[src/shared/timer_consts.vh]
`ifndef TIMER_CONSTS_VH
`define TIMER_CONSTS_VH
// word offsets (byte addresses = 4 * index)
`define REG_SRC01      4'h0
`define REG_SRC23      4'h1
`define REG_SRC4       4'h2
`define REG_CTRL       4'h3
`define REG_RELOAD     4'h4
`define REG_COUNT      4'h5
`define REG_STATUS     4'h6
`define REG_MASK       4'h7
// control register fields
`define CTRL_START     0
`define CTRL_GATE_LO   1
`define CTRL_GATE_HI   2
`define CTRL_PULSE_EN  3
`define CTRL_PULSE_INV 4
`define CTRL_PCLK      5
`define CTRL_LSRC_LO   6
`define CTRL_LSRC_HI   7
`define CTRL_W         8
`define CTRL_RESET     8'h00
// gate modes
`define GATE_OFF       2'h0
`define GATE_LOW       2'h1
`define GATE_HIGH      2'h2
// source codes
`define SRC_FAST       3'h0
`define SRC_DIV8       3'h1
`define SRC_DIV32      3'h2
`define SRC_DIV64      3'h3
`define SRC_SLOW       3'h5
`define SRC_SUB        3'h6
`define LSRC_FAST      2'h0
`define LSRC_DIV8      2'h1
`define LSRC_DIV32     2'h2
`define LSRC_SUB       2'h3
// prescaler divide terminal counts (minus one)
`define DIV2_TC        6'h01
`define DIV8_TC        6'h07
`define DIV32_TC       6'h1f
`define DIV64_TC       6'h3f
`define SRC_FIELD_W    4
`define SRC_RESET      8'h00
`endif

[src/rtl/gated_reload_down_timer.v]
`timescale 1ns/10ps
// What this block does
// with start set and the gate active, the counter drops by one per tick.
// in high-active gate mode a low gate freezes the counter value.
// an underflow reloads the counter from the reload register.
// every underflow sets the timer interrupt request bit.
// clearing start halts the counter at its present value.
// the gate source holds each level for two or more source periods.
// gate mode is off, count-while-low or count-while-high.
// an optional pulse output with selectable polarity.
// with option bit 0 the two legacy bits pick fast, /8, /32 or sub clock.
// with option bit 1 a three-bit field adds /64 and the slow oscillator.
// software never writes extended codes 100 or 111.
// the fast source is the timer clock undivided or divided by two.
// source registers hold two four-bit fields; the third serves timer 4.
// unused bits of the timer-4 source register read 0, write 0.
// the gate is synchronised and sampled only on count-source ticks.
`include "timer_consts.vh"
module gated_reload_down_timer #(
    parameter CNT_W    = 16,
    parameter TIMER_ID = 0
) (
    // clock and reset
    input  wire              clock_i,
    input  wire              resetn_i,
    input  wire              enable_i,
    // avalon-mm slave
    input  wire [3:0]        address_i,
    input  wire              read_i,
    input  wire              write_i,
    input  wire [31:0]       writedata_i,
    output reg  [31:0]       readdata_o,
    output wire              waitrequest_o,
    // count-source ticks from outside
    input  wire              slow_osc_tick_i,
    input  wire              sub_clock_32k_tick_i,
    // pins
    input  wire              gate_input_pin_i,
    output wire              pulse_o,
    output wire              irq_o
);

    reg  [7:0]       src01_q;
    reg  [7:0]       src23_q;
    reg  [3:0]       src4_q;
    reg  [7:0]       ctrl_q;
    reg  [CNT_W-1:0] reload_q;
    reg  [CNT_W-1:0] count_q;
    reg              status_q;
    reg              mask_q;
    reg              ack_q;
    reg  [5:0]       pre_q;
    reg  [2:0]       gate_sync_q;
    reg              gate_lvl_q;
    reg              toggle_q;

    // one wait state: request answered on the cycle after it is seen
    wire             access = (read_i | write_i) & enable_i;
    wire             wr_en  = write_i & ack_q & enable_i;
    // enable low keeps waitrequest up, so a stalled request is never lost
    assign waitrequest_o = (read_i | write_i) & ~(ack_q & enable_i);

    // field of this timer within its source register
    function [3:0] pick_field;
        input integer id;
        input [7:0]   s01;
        input [7:0]   s23;
        input [3:0]   s4;
        begin
            if (id == 0)
                pick_field = s01[3:0];
            else if (id == 1)
                pick_field = s01[7:4];
            else if (id == 2)
                pick_field = s23[3:0];
            else if (id == 3)
                pick_field = s23[7:4];
            else
                pick_field = s4;
        end
    endfunction

    wire [3:0] my_src = pick_field(TIMER_ID, src01_q, src23_q, src4_q);

    // prescaler ticks
    wire div2_t  = (pre_q[0] == `DIV2_TC);
    wire div8_t  = (pre_q[2:0] == `DIV8_TC);
    wire div32_t = (pre_q[4:0] == `DIV32_TC);
    wire div64_t = (pre_q == `DIV64_TC);
    wire fast_t  = ctrl_q[`CTRL_PCLK] ? 1'b1 : div2_t;

    reg  tick;
    always @*
    begin
        tick = 1'b0;
        if (!my_src[3])
        begin
            case ({ctrl_q[`CTRL_LSRC_HI], ctrl_q[`CTRL_LSRC_LO]})
                `LSRC_FAST:  tick = fast_t;
                `LSRC_DIV8:  tick = div8_t;
                `LSRC_DIV32: tick = div32_t;
                default:     tick = sub_clock_32k_tick_i;
            endcase
        end
        else
        begin
            // prohibited codes give no tick at all
            case (my_src[2:0])
                `SRC_FAST:  tick = fast_t;
                `SRC_DIV8:  tick = div8_t;
                `SRC_DIV32: tick = div32_t;
                `SRC_DIV64: tick = div64_t;
                `SRC_SLOW:  tick = slow_osc_tick_i;
                `SRC_SUB:   tick = sub_clock_32k_tick_i;
                default:    tick = 1'b0;
            endcase
        end
    end

    wire [1:0] gate_mode = {ctrl_q[`CTRL_GATE_HI], ctrl_q[`CTRL_GATE_LO]};
    reg  gate_ok;
    always @*
    begin
        case (gate_mode)
            `GATE_LOW:  gate_ok = ~gate_lvl_q;
            `GATE_HIGH: gate_ok = gate_lvl_q;
            default:    gate_ok = 1'b1;
        endcase
    end

    // counter only moves on a tick while running and gated in
    wire run   = ctrl_q[`CTRL_START] & gate_ok;
    wire step  = run & tick;
    wire under = step & (count_q == {CNT_W{1'b0}});

    // free-running divider; all divided ticks share one phase
    always @(posedge clock_i or negedge resetn_i)
    begin
        if (!resetn_i)
        begin
            pre_q <= 6'h00;
        end
        else if (enable_i)
        begin
            pre_q <= pre_q + 6'h01;
        end
    end

    // pin is asynchronous: three flops before any decision
    always @(posedge clock_i or negedge resetn_i)
    begin
        if (!resetn_i)
        begin
            gate_sync_q <= 3'h0;
        end
        else if (enable_i)
        begin
            gate_sync_q <= {gate_sync_q[1:0], gate_input_pin_i};
        end
    end

    // level accepted once stages two and three agree, on a tick
    always @(posedge clock_i or negedge resetn_i)
    begin
        if (!resetn_i)
        begin
            gate_lvl_q <= 1'b0;
        end
        else if (enable_i && tick &&
                 (gate_sync_q[2] == gate_sync_q[1]))
        begin
            gate_lvl_q <= gate_sync_q[2];
        end
    end

    // ack alternates so each request sees exactly one wait state
    always @(posedge clock_i or negedge resetn_i)
    begin
        if (!resetn_i)
        begin
            ack_q <= 1'b0;
        end
        else if (enable_i)
        begin
            ack_q <= access & ~ack_q;
        end
    end

    // source select for timers 0 and 1
    always @(posedge clock_i or negedge resetn_i)
    begin
        if (!resetn_i)
        begin
            src01_q <= `SRC_RESET;
        end
        else if (wr_en && address_i == `REG_SRC01)
        begin
            src01_q <= writedata_i[7:0];
        end
    end

    // source select for timers 2 and 3
    always @(posedge clock_i or negedge resetn_i)
    begin
        if (!resetn_i)
        begin
            src23_q <= `SRC_RESET;
        end
        else if (wr_en && address_i == `REG_SRC23)
        begin
            src23_q <= writedata_i[7:0];
        end
    end

    // timer 4 only: upper nibble has no storage
    always @(posedge clock_i or negedge resetn_i)
    begin
        if (!resetn_i)
        begin
            src4_q <= 4'h0;
        end
        else if (wr_en && address_i == `REG_SRC4)
        begin
            src4_q <= writedata_i[3:0];
        end
    end

    // control: start, gate mode, pulse, prescale, legacy source
    always @(posedge clock_i or negedge resetn_i)
    begin
        if (!resetn_i)
        begin
            ctrl_q <= `CTRL_RESET;
        end
        else if (wr_en && address_i == `REG_CTRL)
        begin
            ctrl_q <= writedata_i[`CTRL_W-1:0];
        end
    end

    // reload value, taken by the counter at underflow
    always @(posedge clock_i or negedge resetn_i)
    begin
        if (!resetn_i)
        begin
            reload_q <= {CNT_W{1'b1}};
        end
        else if (wr_en && address_i == `REG_RELOAD)
        begin
            reload_q <= writedata_i[CNT_W-1:0];
        end
    end

    // software write wins over a step in the same cycle
    always @(posedge clock_i or negedge resetn_i)
    begin
        if (!resetn_i)
        begin
            count_q <= {CNT_W{1'b1}};
        end
        else if (wr_en && address_i == `REG_COUNT)
        begin
            count_q <= writedata_i[CNT_W-1:0];
        end
        else if (enable_i && under)
        begin
            count_q <= reload_q;
        end
        else if (enable_i && step)
        begin
            count_q <= count_q - {{(CNT_W-1){1'b0}}, 1'b1};
        end
        // stopped or gated out: counter simply holds
    end

    // pulse level flips on every underflow
    always @(posedge clock_i or negedge resetn_i)
    begin
        if (!resetn_i)
        begin
            toggle_q <= 1'b0;
        end
        else if (enable_i && under)
        begin
            toggle_q <= ~toggle_q;
        end
    end

    // set wins over write-one-to-clear
    always @(posedge clock_i or negedge resetn_i)
    begin
        if (!resetn_i)
        begin
            status_q <= 1'b0;
        end
        else if (enable_i && under)
        begin
            status_q <= 1'b1;
        end
        else if (wr_en && address_i == `REG_STATUS && writedata_i[0])
        begin
            status_q <= 1'b0;
        end
    end

    // interrupt mask, one bit
    always @(posedge clock_i or negedge resetn_i)
    begin
        if (!resetn_i)
        begin
            mask_q <= 1'b0;
        end
        else if (wr_en && address_i == `REG_MASK)
        begin
            mask_q <= writedata_i[0];
        end
    end

    always @*
    begin
        readdata_o = 32'h0000_0000;
        if (address_i == `REG_SRC01)
            readdata_o[7:0] = src01_q;
        else if (address_i == `REG_SRC23)
            readdata_o[7:0] = src23_q;
        else if (address_i == `REG_SRC4)
            readdata_o[3:0] = src4_q;
        else if (address_i == `REG_CTRL)
            readdata_o[`CTRL_W-1:0] = ctrl_q;
        else if (address_i == `REG_RELOAD)
            readdata_o[CNT_W-1:0] = reload_q;
        else if (address_i == `REG_COUNT)
            readdata_o[CNT_W-1:0] = count_q;
        else if (address_i == `REG_STATUS)
            readdata_o[0] = status_q;
        else if (address_i == `REG_MASK)
            readdata_o[0] = mask_q;
    end

    // pulse toggles per underflow; inversion flips it
    assign pulse_o = ctrl_q[`CTRL_PULSE_EN] &
                     (toggle_q ^ ctrl_q[`CTRL_PULSE_INV]);
    assign irq_o   = status_q & mask_q;

endmodule // gated_reload_down_timer

[config.mk]
export PLATFORM = sky130hd
export DESIGN_NAME = gated_reload_down_timer
export DESIGN_NICKNAME = d
export VERILOG_FILES = /design/src/rtl/gated_reload_down_timer.v
export VERILOG_INCLUDE_DIRS = /design/src /design/src/shared
export SDC_FILE = /design/constraint.sdc
export NUM_CORES = 1
export LEC_CHECK = 0
export ABC_AREA = 0
export BUFFER_PORTS_ARGS = -buffer_cell sky130_fd_sc_hd__clkbuf_2
export CAP_MARGIN = 20
export CORE_ASPECT_RATIO = 1.5
export CORE_UTILIZATION = 60
export CTS_CLUSTER_DIAMETER = 150
export DETAILED_ROUTE_END_ITERATION = 8
export PLACE_DENSITY = 0.85
export SYNTH_ARGS = -nofsm -noshare
export SYNTH_HDL_FRONTEND = slang
export SYNTH_SLANG_ARGS = --single-unit
export TNS_END_PERCENT = 20
[constraint.sdc]
create_clock -name clock_i -period 7.75 [get_ports clock_i]
set_clock_uncertainty 0.2 [all_clocks]
set_input_delay 1.55 -clock clock_i [delete_from_list [all_inputs] [get_ports clock_i]]
set_output_delay 1.55 -clock clock_i [all_outputs]
set_load 0.02 [all_outputs]
==> impl_metrics.yaml, run 1 <==
cts:
  post-cts-setup-buffers: 0
  tritoncts: "done"
  post_cts_resized: 0
  clock-sinks: 74
  numCtsBuffers: 9
  cts_buffer_depth: 2
  cts-hold-fix-buffers: 0
  path_clk_slew_ns: 0.07
  htree_levels: 3
  cts_root_buf: "clkbuf_8"
  clock_latency_ns: 0.36
floorplanning:
  fp.dieW_um: 71.6
  die-area_um2: 7630
  rows: 37
  io_pins: 79
  start_util_pct: 62.8
  die_h_um: 106
  core_area_um2: 6940
power_and_ir_drop:
  power.internal_uw: 958
  sequentialPowerShare_pct: 45.8
  clock_power_share_pct: 25.2
  fin_total_pwr_mw: 1.44
  combinationalPowerShare_pct: 29.0
  p_leak_nw: 2.14
  swShare_pct: 33.6
  p_sw_uw: 486
  ir_worst_vdd_v: 0.000217
  powerDensity_nw_per_um2: 301
yosys:
  synth_ff_type: "dfrtp_1"
  ys_types: 65
  synth_common_cells: "45 x mux2_2, 42 x dfrtp_1, 36 x nand2_1"
  synth-seq-cells: 74
  yosysTopAreaCellShare_pct: 24.1
  synthTopCellsByArea: "dfrtp_1 24%, dfstp_2 19%, mux2_2 12%, nand2_1 3.1%, buf_4 2.9%"
  synth_edf_count: 0
  synth_seq_area_share_pct: 43.3
  syn-cell-area_um2: 4360
  yosysMostFrequentCell: "mux2_2"
  avgSynthCellArea_um2: 10.4
  syn-instance-count: 421
  synth_top_area_cell: "dfrtp_1"
  async_flop_share_pct: 100
  synth_warnings: 0
cells_and_area:
  diodes: 0
  layout-drive-gt1-share_pct: 33.5
  synthToLayoutAreaGrowth_pct: 9.83
  layout.nets: 509
route:
  vias_per_cell: 6.30
  postRouteAntennaNets: 0
  wl_um: 9970
  first_iter_violations: 152
  wire_per_inst_um: 18.4
  vias: 3407
  drtPass1Iterations: 5
  drc: 0
status:
  status: "finished, final reports clean"
sta:
  max_slew_margin_pct: 37.5
  hold_violations: 0
  rsz0062_at_grt: "false"
  slew_viol_final: 0
  timing.final.crit_share_pct: 72.0
  setup_violations: 0
  fin_setup_tns_ns: 0
  period_minus_slack_ns: 5.58
  tightest_slew_ns: 0.937
  fmax_mhz: 179
min_path:
  hp-class: "flip-flop to flip-flop"
  whs_path_depth: 1
  hold_end: "pre_q[5]"
  min_from: "pre_q[5]"
global_routing:
  grt_max_degree: 75
  grt_remaining_overflow: 0
  grt_pass1_wl_um: 16600
  grt_use_total_pct: 28.5
  grt_pass1_vias: 3445
  antenna_found_initial: 0
critical_path:
  start_kind: "primary input"
  reg2reg_slack_ns: 4.92
  crit_fanout: 24
  crit_path_end_kind: "output port"
  timing.rr.start: "pre_q[0]"
  rr_endpoint: "toggle_q"
  required_ns: 6.00
  reg2reg_depth: 8
  critPathArrivalTime_ns: 3.83
  worstSetupPathType: "primary input to output port"
run:
  drv_cap: 0
place:
  dp_hpwl_um: 6950
  place.port_buffers: 46
  gp_congestion: 0.838
## metal layers
layer	up-vias	GRT usage (%)	part of all wire (%)
li1	1574	-	-
met5	-	0	0
met3	34	5.40	4.7
met4	0	15.4	4.0
met2	116	48.2	52
met1	1683	33.7	39
## sequential cells by signal, indices dropped and copies added (netlist names)
| register | cells |
|---|---|
| src4_q | 4 |
| reload_q | 16 |
| count_q | 16 |
| src01_q | 8 |
| gate_sync_q | 3 |
| gate_lvl_q | 1 |
| pre_q | 6 |
| toggle_q | 1 |
| ack_q | 1 |
| status_q | 1 |
| mask_q | 1 |
| ctrl_q | 8 |
| src23_q | 8 |
## how the worst max path moves through the flow
stage          depth (start not counted)    startpoint  slack (ns)             to
6_report                               8  address_i[0]        2.17  readdata_o[2]
5_1_grt                                8  address_i[0]        2.09  readdata_o[2]
4_1_cts                                8  address_i[0]        2.22  readdata_o[2]
3_5_place_dp                           8  address_i[0]        2.23  readdata_o[2]
3_3_place_gp                           8  address_i[0]        2.29  readdata_o[2]
2_1_floorplan                          7  address_i[3]        3.09  readdata_o[2]
## cell usage in the layout, fill, tap and decap left out, types with 3 or more instances in the layout
cell type | Yosys | final
o21ai_1 | 5 | 5
nor2_1 | 29 | 29
mux4_2 | 3 | 3
inv_1 | 12 | 12
ha_1 | 6 | 6
clkbuf_2 | 0 | 45
mux2i_1 | 9 | 9
xnor2_1 | 8 | 8
bufinv_16 | 0 | 3
a21oi_1 | 16 | 16
xor2_1 | 3 | 3
clkbuf_8 | 0 | 10
a22o_1 | 9 | 9
a31oi_1 | 6 | 6
a21o_1 | 6 | 6
mux2_2 | 45 | 45
and2_1 | 5 | 5
dfstp_2 | 32 | 32
nor3_1 | 11 | 11
or3_1 | 6 | 6
a22oi_1 | 4 | 4
o31ai_1 | 5 | 5
o211ai_1 | 6 | 6
o21ai_0 | 20 | 20
mux2_1 | 5 | 5
nand2b_1 | 6 | 6
conb_1 | 1 | 16
o22a_1 | 5 | 5
nor4_1 | 3 | 3
nand2_1 | 36 | 36
dfrtp_1 | 42 | 42
nand3_1 | 4 | 4
## layout make-up
cell class                      instances  area [um^2]
Tap cell                               78         97.6
Clock inverter                          5          103
Sequential cell                        74         1890
Multi-Input combinational cell        314         2270
Timing Repair Buffer                   48          245
Clock buffer                           10          138
Fill cell                             530         2150
Inverter                               12         45.0
## worst max-delay path: stages
cell and delay, ns:
clkbuf_2 0.38, nand2b_1 0.17, nor2_1 0.69, a22o_1 0.25
o21ai_0 0.08, a221oi_1 0.31, o22a_1 0.23, clkbuf_2 0.17
## cells by family (layout without fill, tap and decap cells)
group / Yosys count / count (layout) / share of synthesized area (%)
buffers and inverters: 48 / 75 / 5.85
flip-flops: 74 / 74 / 43.3
adder cells (fa/ha/maj): 6 / 6 / 1.72
multiplexers: 62 / 62 / 16.5
other: 1 / 16 / 0.0859
AO/OA/AOI/OAI: 97 / 97 / 15.2
XOR/XNOR: 11 / 11 / 2.21
AND/OR/NAND/NOR: 122 / 122 / 15.1
## metrics by stage
stage	instances	hold slack [ns]	utilization [%]	instance area (um^2)	setup slack, ns
3_5_place_dp	526	0.257	65.6	4550	2.23
4_1_cts	541	0.280	69.0	4790	2.22
3_3_place_gp	526	0.250	65.6	4550	2.29
5_1_grt	541	0.289	69.0	4790	2.09
6_report	541	0.292	69.0	4790	2.17
2_1_floorplan	436	0.234	-	4420	3.09
## power groups by stage
| stage | clock network (mW) | registers (mW) | logic, mW |
|---|---|---|---|
| floorplan | 0 | 0.618 | 0.349 |
| finish | 0.364 | 0.661 | 0.419 |
| global route | 0.383 | 0.677 | 0.470 |
| CTS | 0.368 | 0.657 | 0.420 |
| global placement | 0 | 0.654 | 0.397 |
| detailed placement | 0 | 0.663 | 0.417 |
(Power assumes the default switching activity.)
==> run 2: changes to the inputs <==
--- a/config.mk
+++ b/config.mk
@@ -10,10 +10,10 @@
 export BUFFER_PORTS_ARGS = -buffer_cell sky130_fd_sc_hd__clkbuf_2
 export CAP_MARGIN = 20
 export CORE_ASPECT_RATIO = 1.5
-export CORE_UTILIZATION = 60
+export CORE_UTILIZATION = 51
 export CTS_CLUSTER_DIAMETER = 150
 export DETAILED_ROUTE_END_ITERATION = 8
-export PLACE_DENSITY = 0.85
+export PLACE_DENSITY = 0.77
 export SYNTH_ARGS = -nofsm -noshare
 export SYNTH_HDL_FRONTEND = slang
 export SYNTH_SLANG_ARGS = --single-unit
==> constraint.sdc (replaced) <==
create_clock -name clock_i -period 5.1 [get_ports clock_i]
set_clock_uncertainty 0.2 [all_clocks]
set_input_delay 1.02 -clock clock_i [delete_from_list [all_inputs] [get_ports clock_i]]
set_output_delay 1.02 -clock clock_i [all_outputs]
set_load 0.02 [all_outputs]
==> run 2 against run 1 <==
Compared with the run above:
- die area up 17%
- sequential share of layout area down 0.69 points
- setup slack worse by 1.1 ns
- wire length up 0.29%
- final area up 1.8%
- count of clock-buffer cells in the layout up 3
- first-iteration DRC count up 31%
- core utilization down 11 points
- sequential cell count unchanged
- final cell count up 5.9%
- clock power up 60%
- critical endpoint unchanged
- largest power group unchanged
==> impl_metrics.yaml, run 2 (same netlist as run 1, synthesis figures left out) <==
sta:
  holdWs_ns: 0.266
  setup_violations: 0
  rsz0062_at_grt: "false"
  fin_setup_tns_ns: 0
  period_minus_slack_ns: 4.08
  hold_violations: 0
  tightest_slew_ns: 0.881
  fmax_mhz: 245
  max_slew_margin_pct: 41.1
  slew_viol_final: 0
  timing.final.crit_share_pct: 79.9
cells_and_area:
  layout-drive-gt1-share_pct: 33.3
  diodes: 0
  utilization_pct: 58.3
  reg_top3: "count_q: 16 flops, reload_q: 16 flops"
  multi_input_area_um2: 2270
  final_cells: 573
  layout.nets: 511
  synthToLayoutAreaGrowth_pct: 11.8
  nFillCells: 716
  regArea_um2: 1890
  layout_common_cells: "45 x mux2_2, 45 x clkbuf_2, 42 x dfrtp_1"
route:
  drtPass1Iterations: 6
  postRouteAntennaNets: 0
  vias: 3333
  wire_per_inst_um: 17.4
  wl_um: 10000
  first_iter_violations: 199
  drc: 0
  vias_per_cell: 5.82
critical_path:
  crit_fanout: 24
  worstSetupPathType: "primary input to output port"
  crit_path_end_kind: "output port"
  reg2reg_depth: 8
  start_kind: "primary input"
  cp-startpoint: "address_i[0]"
  rr_endpoint: "toggle_q"
  reg2reg_slack_ns: 2.24
  required_ns: 3.88
  timing.rr.start: "pre_q[0]"
  critPathArrivalTime_ns: 2.86
global_routing:
  grt_use_total_pct: 24.6
  antenna_found_initial: 0
  grt_pass1_wl_um: 16500
  grt_pass1_vias: 3309
  grt_max_degree: 30
  grt_remaining_overflow: 0
place:
  gp_congestion: 0.860
  place.port_buffers: 46
  dp.cells: 557
  dp_hpwl_um: 7280
cts:
  clock-sinks: 74
  path_clk_slew_ns: 0.05
  tritoncts: "done"
  cts_buffer_depth: 2
  clock_latency_ns: 0.33
  numCtsBuffers: 9
  htree_levels: 3
  cts-hold-fix-buffers: 0
  post_cts_resized: 0
  cts_root_buf: "clkbuf_16"
  post-cts-setup-buffers: 0
min_path:
  hold_end: "pre_q[5]"
  whs_path_depth: 1
  min_from: "pre_q[5]"
  hp-class: "flip-flop to flip-flop"
floorplanning:
  die_h_um: 115
  fp.dieW_um: 77.5
  die-area_um2: 8940
  io_pins: 79
  rows: 41
  start_util_pct: 52.2
  core_area_um2: 8360
status:
  status: "finished, final reports clean"
power_and_ir_drop:
  p_leak_nw: 2.17
  ir_worst_vdd_v: 0.000294
  powerDensity_nw_per_um2: 454
run:
  drv_cap: 0
==> run 2: area by class of cell <==
class	count	area share, %
well taps	107	2.74
repair buffers	50	5.33
flip-flops and latches	74	38.8
clock buffers	13	5.33
inverters	12	0.923
clock inverters	3	0.282
multi-input cells	314	46.6
==> run 2: worst max-delay path, cell delays in order <==
cell	delay, ns
clkbuf_2	0.37
nand2b_1	0.16
nor2_1	0.12
buf_4	0.19
a22o_1	0.17
o21ai_0	0.08
a221oi_1	0.34
o22a_1	0.22
clkbuf_2	0.17
==> run 2: routing by layer <==
metal  vias to the layer above  share of wire [%]  global-route usage (%)
li1                       1580                  -                       -
met3                        23                4.0                    5.00
met2                       113                 52                    42.7
met1                      1617                 40                    27.6
met4                         0                3.7                    15.3
met5                         -                  0                       0
==> run 2: metrics by stage <==
step	cell area [um^2]	power, mW	worst slack [ns]
finish	4880	2.22	1.02
detailed placement	4600	1.64	1.02
CTS	4880	2.24	1.02
global placement	4600	1.60	1.09
global route	4880	2.36	0.848
floorplan	4420	1.47	1.50
==> run 2: where the power goes <==
part	internal (mW)	switching, mW	total, mW
sequential	0.814	0.188	1.00
clock	0.352	0.229	0.581
combinational	0.309	0.325	0.634
==> run 2: how the worst max path moves through the flow <==
stage                    endpoint  slack (ns)
finish              readdata_o[2]        1.02
global route        readdata_o[2]        0.85
detailed placement  readdata_o[2]        1.02
CTS                 readdata_o[2]        1.02
floorplan           readdata_o[2]        1.50
global placement    readdata_o[2]        1.09
==> run 3: changes to the inputs <==
--- a/config.mk
+++ b/config.mk
@@ -10,10 +10,10 @@
 export BUFFER_PORTS_ARGS = -buffer_cell sky130_fd_sc_hd__clkbuf_2
 export CAP_MARGIN = 20
 export CORE_ASPECT_RATIO = 1.5
-export CORE_UTILIZATION = 51
+export CORE_UTILIZATION = 56
 export CTS_CLUSTER_DIAMETER = 150
 export DETAILED_ROUTE_END_ITERATION = 8
-export PLACE_DENSITY = 0.77
+export PLACE_DENSITY = 0.8
 export SYNTH_ARGS = -nofsm -noshare
 export SYNTH_HDL_FRONTEND = slang
 export SYNTH_SLANG_ARGS = --single-unit
==> constraint.sdc (replaced) <==
create_clock -name clock_i -period 4.28 [get_ports clock_i]
set_clock_uncertainty 0.2 [all_clocks]
set_input_delay 0.856 -clock clock_i [delete_from_list [all_inputs] [get_ports clock_i]]
set_output_delay 0.856 -clock clock_i [all_outputs]
set_load 0.02 [all_outputs]
==> run 3 against run 2 <==
Compared with the run above:
- the run now ends with design-rule violations left
- core utilization increased by 6.5 points
- power rose by 21%
- via count up 0.75%
- clock power rose by 28%
- wire length fell by 3.5%
- first-iteration DRC count fell by 25%
- sequential cell count stayed put
- worst hold slack got worse by 0.0058 ns
- final area is 0.56% higher
- critical endpoint is now readdata_o[5]
==> impl_metrics.yaml, run 3 (same netlist as run 1, synthesis figures left out) <==
status:
  status: "finished, violations left"
  violations: "design-rule violations"
min_path:
  hp-class: "flip-flop to flip-flop"
  whs_path_depth: 1
  min_from: "pre_q[5]"
  hold_end: "pre_q[5]"
floorplanning:
  rows: 39
  die_h_um: 110
  core_area_um2: 7560
  die-area_um2: 8160
  fp.dieW_um: 74.1
  io_pins: 79
  start_util_pct: 57.7
sta:
  fmax_mhz: 275
  hold_violations: 0
  setup_violations: 0
  slew_viol_final: 0
  max_slew_margin_pct: 41.3
  tightest_slew_ns: 0.877
  period_minus_slack_ns: 3.64
  holdWs_ns: 0.260
  rsz0062_at_grt: "false"
  timing.final.crit_share_pct: 85.0
  fin_setup_tns_ns: 0
global_routing:
  grt_remaining_overflow: 0
  grt_use_total_pct: 26.9
  grt_pass1_vias: 3387
  grt_pass1_wl_um: 16100
  grt_max_degree: 41
  antenna_found_initial: 0
route:
  wl_um: 9650
  drtPass1Iterations: 7
  first_iter_violations: 149
  wire_per_inst_um: 17.0
  vias_per_cell: 5.92
  drc: 2
  postRouteAntennaNets: 0
  vias: 3358
critical_path:
  critPathArrivalTime_ns: 2.58
  rr_endpoint: "toggle_q"
  slowest_stage: "nor3b_1"
  crit_fanout: 24
  reg2reg_depth: 8
  critPathMostFrequentCell: "clkbuf_2"
  worstSetupPathType: "primary input to output port"
  reg2reg_slack_ns: 1.46
  path_delay_family: "simple AND/OR/NAND/NOR gates"
  timing.rr.start: "pre_q[0]"
  crit_path_end_kind: "output port"
  crit_chain: "clkbuf_2, nor3b_1, a22oi_1, nor3_1, o22a_1, clkbuf_2"
  cp_slowest_stage_delay_ns: 0.57
  cp_num_buf_inv: 2
  required_ns: 3.22
  start_kind: "primary input"
cts:
  post_cts_resized: 0
  cts_buffer_depth: 2
  cts_root_buf: "clkbuf_16"
  cts-hold-fix-buffers: 0
  post-cts-setup-buffers: 0
  path_clk_slew_ns: 0.05
  clock_latency_ns: 0.34
  numCtsBuffers: 9
  htree_levels: 3
  clock-sinks: 74
  tritoncts: "done"
cells_and_area:
  nFillCells: 617
  reg_top3: "count_q: 16 flops, reload_q: 16 flops"
  final_area_um2: 4910
  synthToLayoutAreaGrowth_pct: 12.4
  layout.nets: 510
  utilization_pct: 64.9
  layout_common_cells: "45 x mux2_2, 45 x clkbuf_2, 42 x dfrtp_1"
  diodes: 0
  layout-drive-gt1-share_pct: 33.5
place:
  dp_hpwl_um: 7000
  place.port_buffers: 46
  placed_area_um2: 4600
  gp_congestion: 0.836
power_and_ir_drop:
  p_leak_nw: 2.19
  powerDensity_nw_per_um2: 548
  ir_worst_vdd_v: 0.000388
run:
  drv_cap: 0
## run 3: cell types whose count changed in the layout (fill, tap and decap cells not counted), sizes merged
cell / delta
clkbuf: +2
clkinv: -2
buf: -1
## run 3: final cells by class
cell class / count / area (um^2) / area share, %
multi-input combinational: 314 / 2270 / 46.3
sequential: 74 / 1890 / 38.6
clock buffer: 15 / 298 / 6.07
timing repair buffer: 49 / 265 / 5.41
tap: 102 / 128 / 2.60
inverter: 12 / 45.0 / 0.918
clock inverter: 1 / 5.00 / 0.102
## run 3: power by group
group          switching, mW  internal, mW
logic                  0.385         0.369
registers              0.221         0.970
clock network          0.272         0.471
total                  0.878          1.81
## run 3: through the flow
stage / std cells / total power, mW / setup WS, ns
2_1_floorplan: 436 / 1.75 / 1.00
3_3_place_gp: 551 / 1.91 / 0.740
3_5_place_dp: 551 / 1.95 / 0.664
4_1_cts: 567 / 2.70 / 0.664
5_1_grt: 567 / 2.86 / 0.498
6_report: 567 / 2.69 / 0.643
## run 3: worst register-to-register path: cells and delay by family (launching register included)
kind                     cells  cell delay (ns)
AND/OR/NAND/NOR              3             1.11
adder cells (fa/ha/maj)      2             0.37
XOR/XNOR                     1             0.19
flip-flops                   1             0.41
AO/OA/AOI/OAI                2             0.44
## run 3: worst max path at each step
stage / start / endpoint / slack, ns / cells past startpoint
finish: address_i[0] / readdata_o[5] / 0.64 / 6
CTS: address_i[0] / readdata_o[5] / 0.66 / 6
global placement: address_i[0] / readdata_o[6] / 0.74 / 6
floorplan: address_i[3] / readdata_o[2] / 1.00 / 7
global route: address_i[0] / readdata_o[5] / 0.50 / 6
detailed placement: address_i[0] / readdata_o[5] / 0.66 / 6
## run 3: metal layers
metal | global-route usage [%] | wire (um) | up-vias
met1 | 30.0 | 3810 | 1659
met2 | 46.3 | 5070 | 96
met5 | 0 | 0 | -
li1 | - | - | 1578
met4 | 16.5 | 329 | 0
met3 | 5.27 | 441 | 25
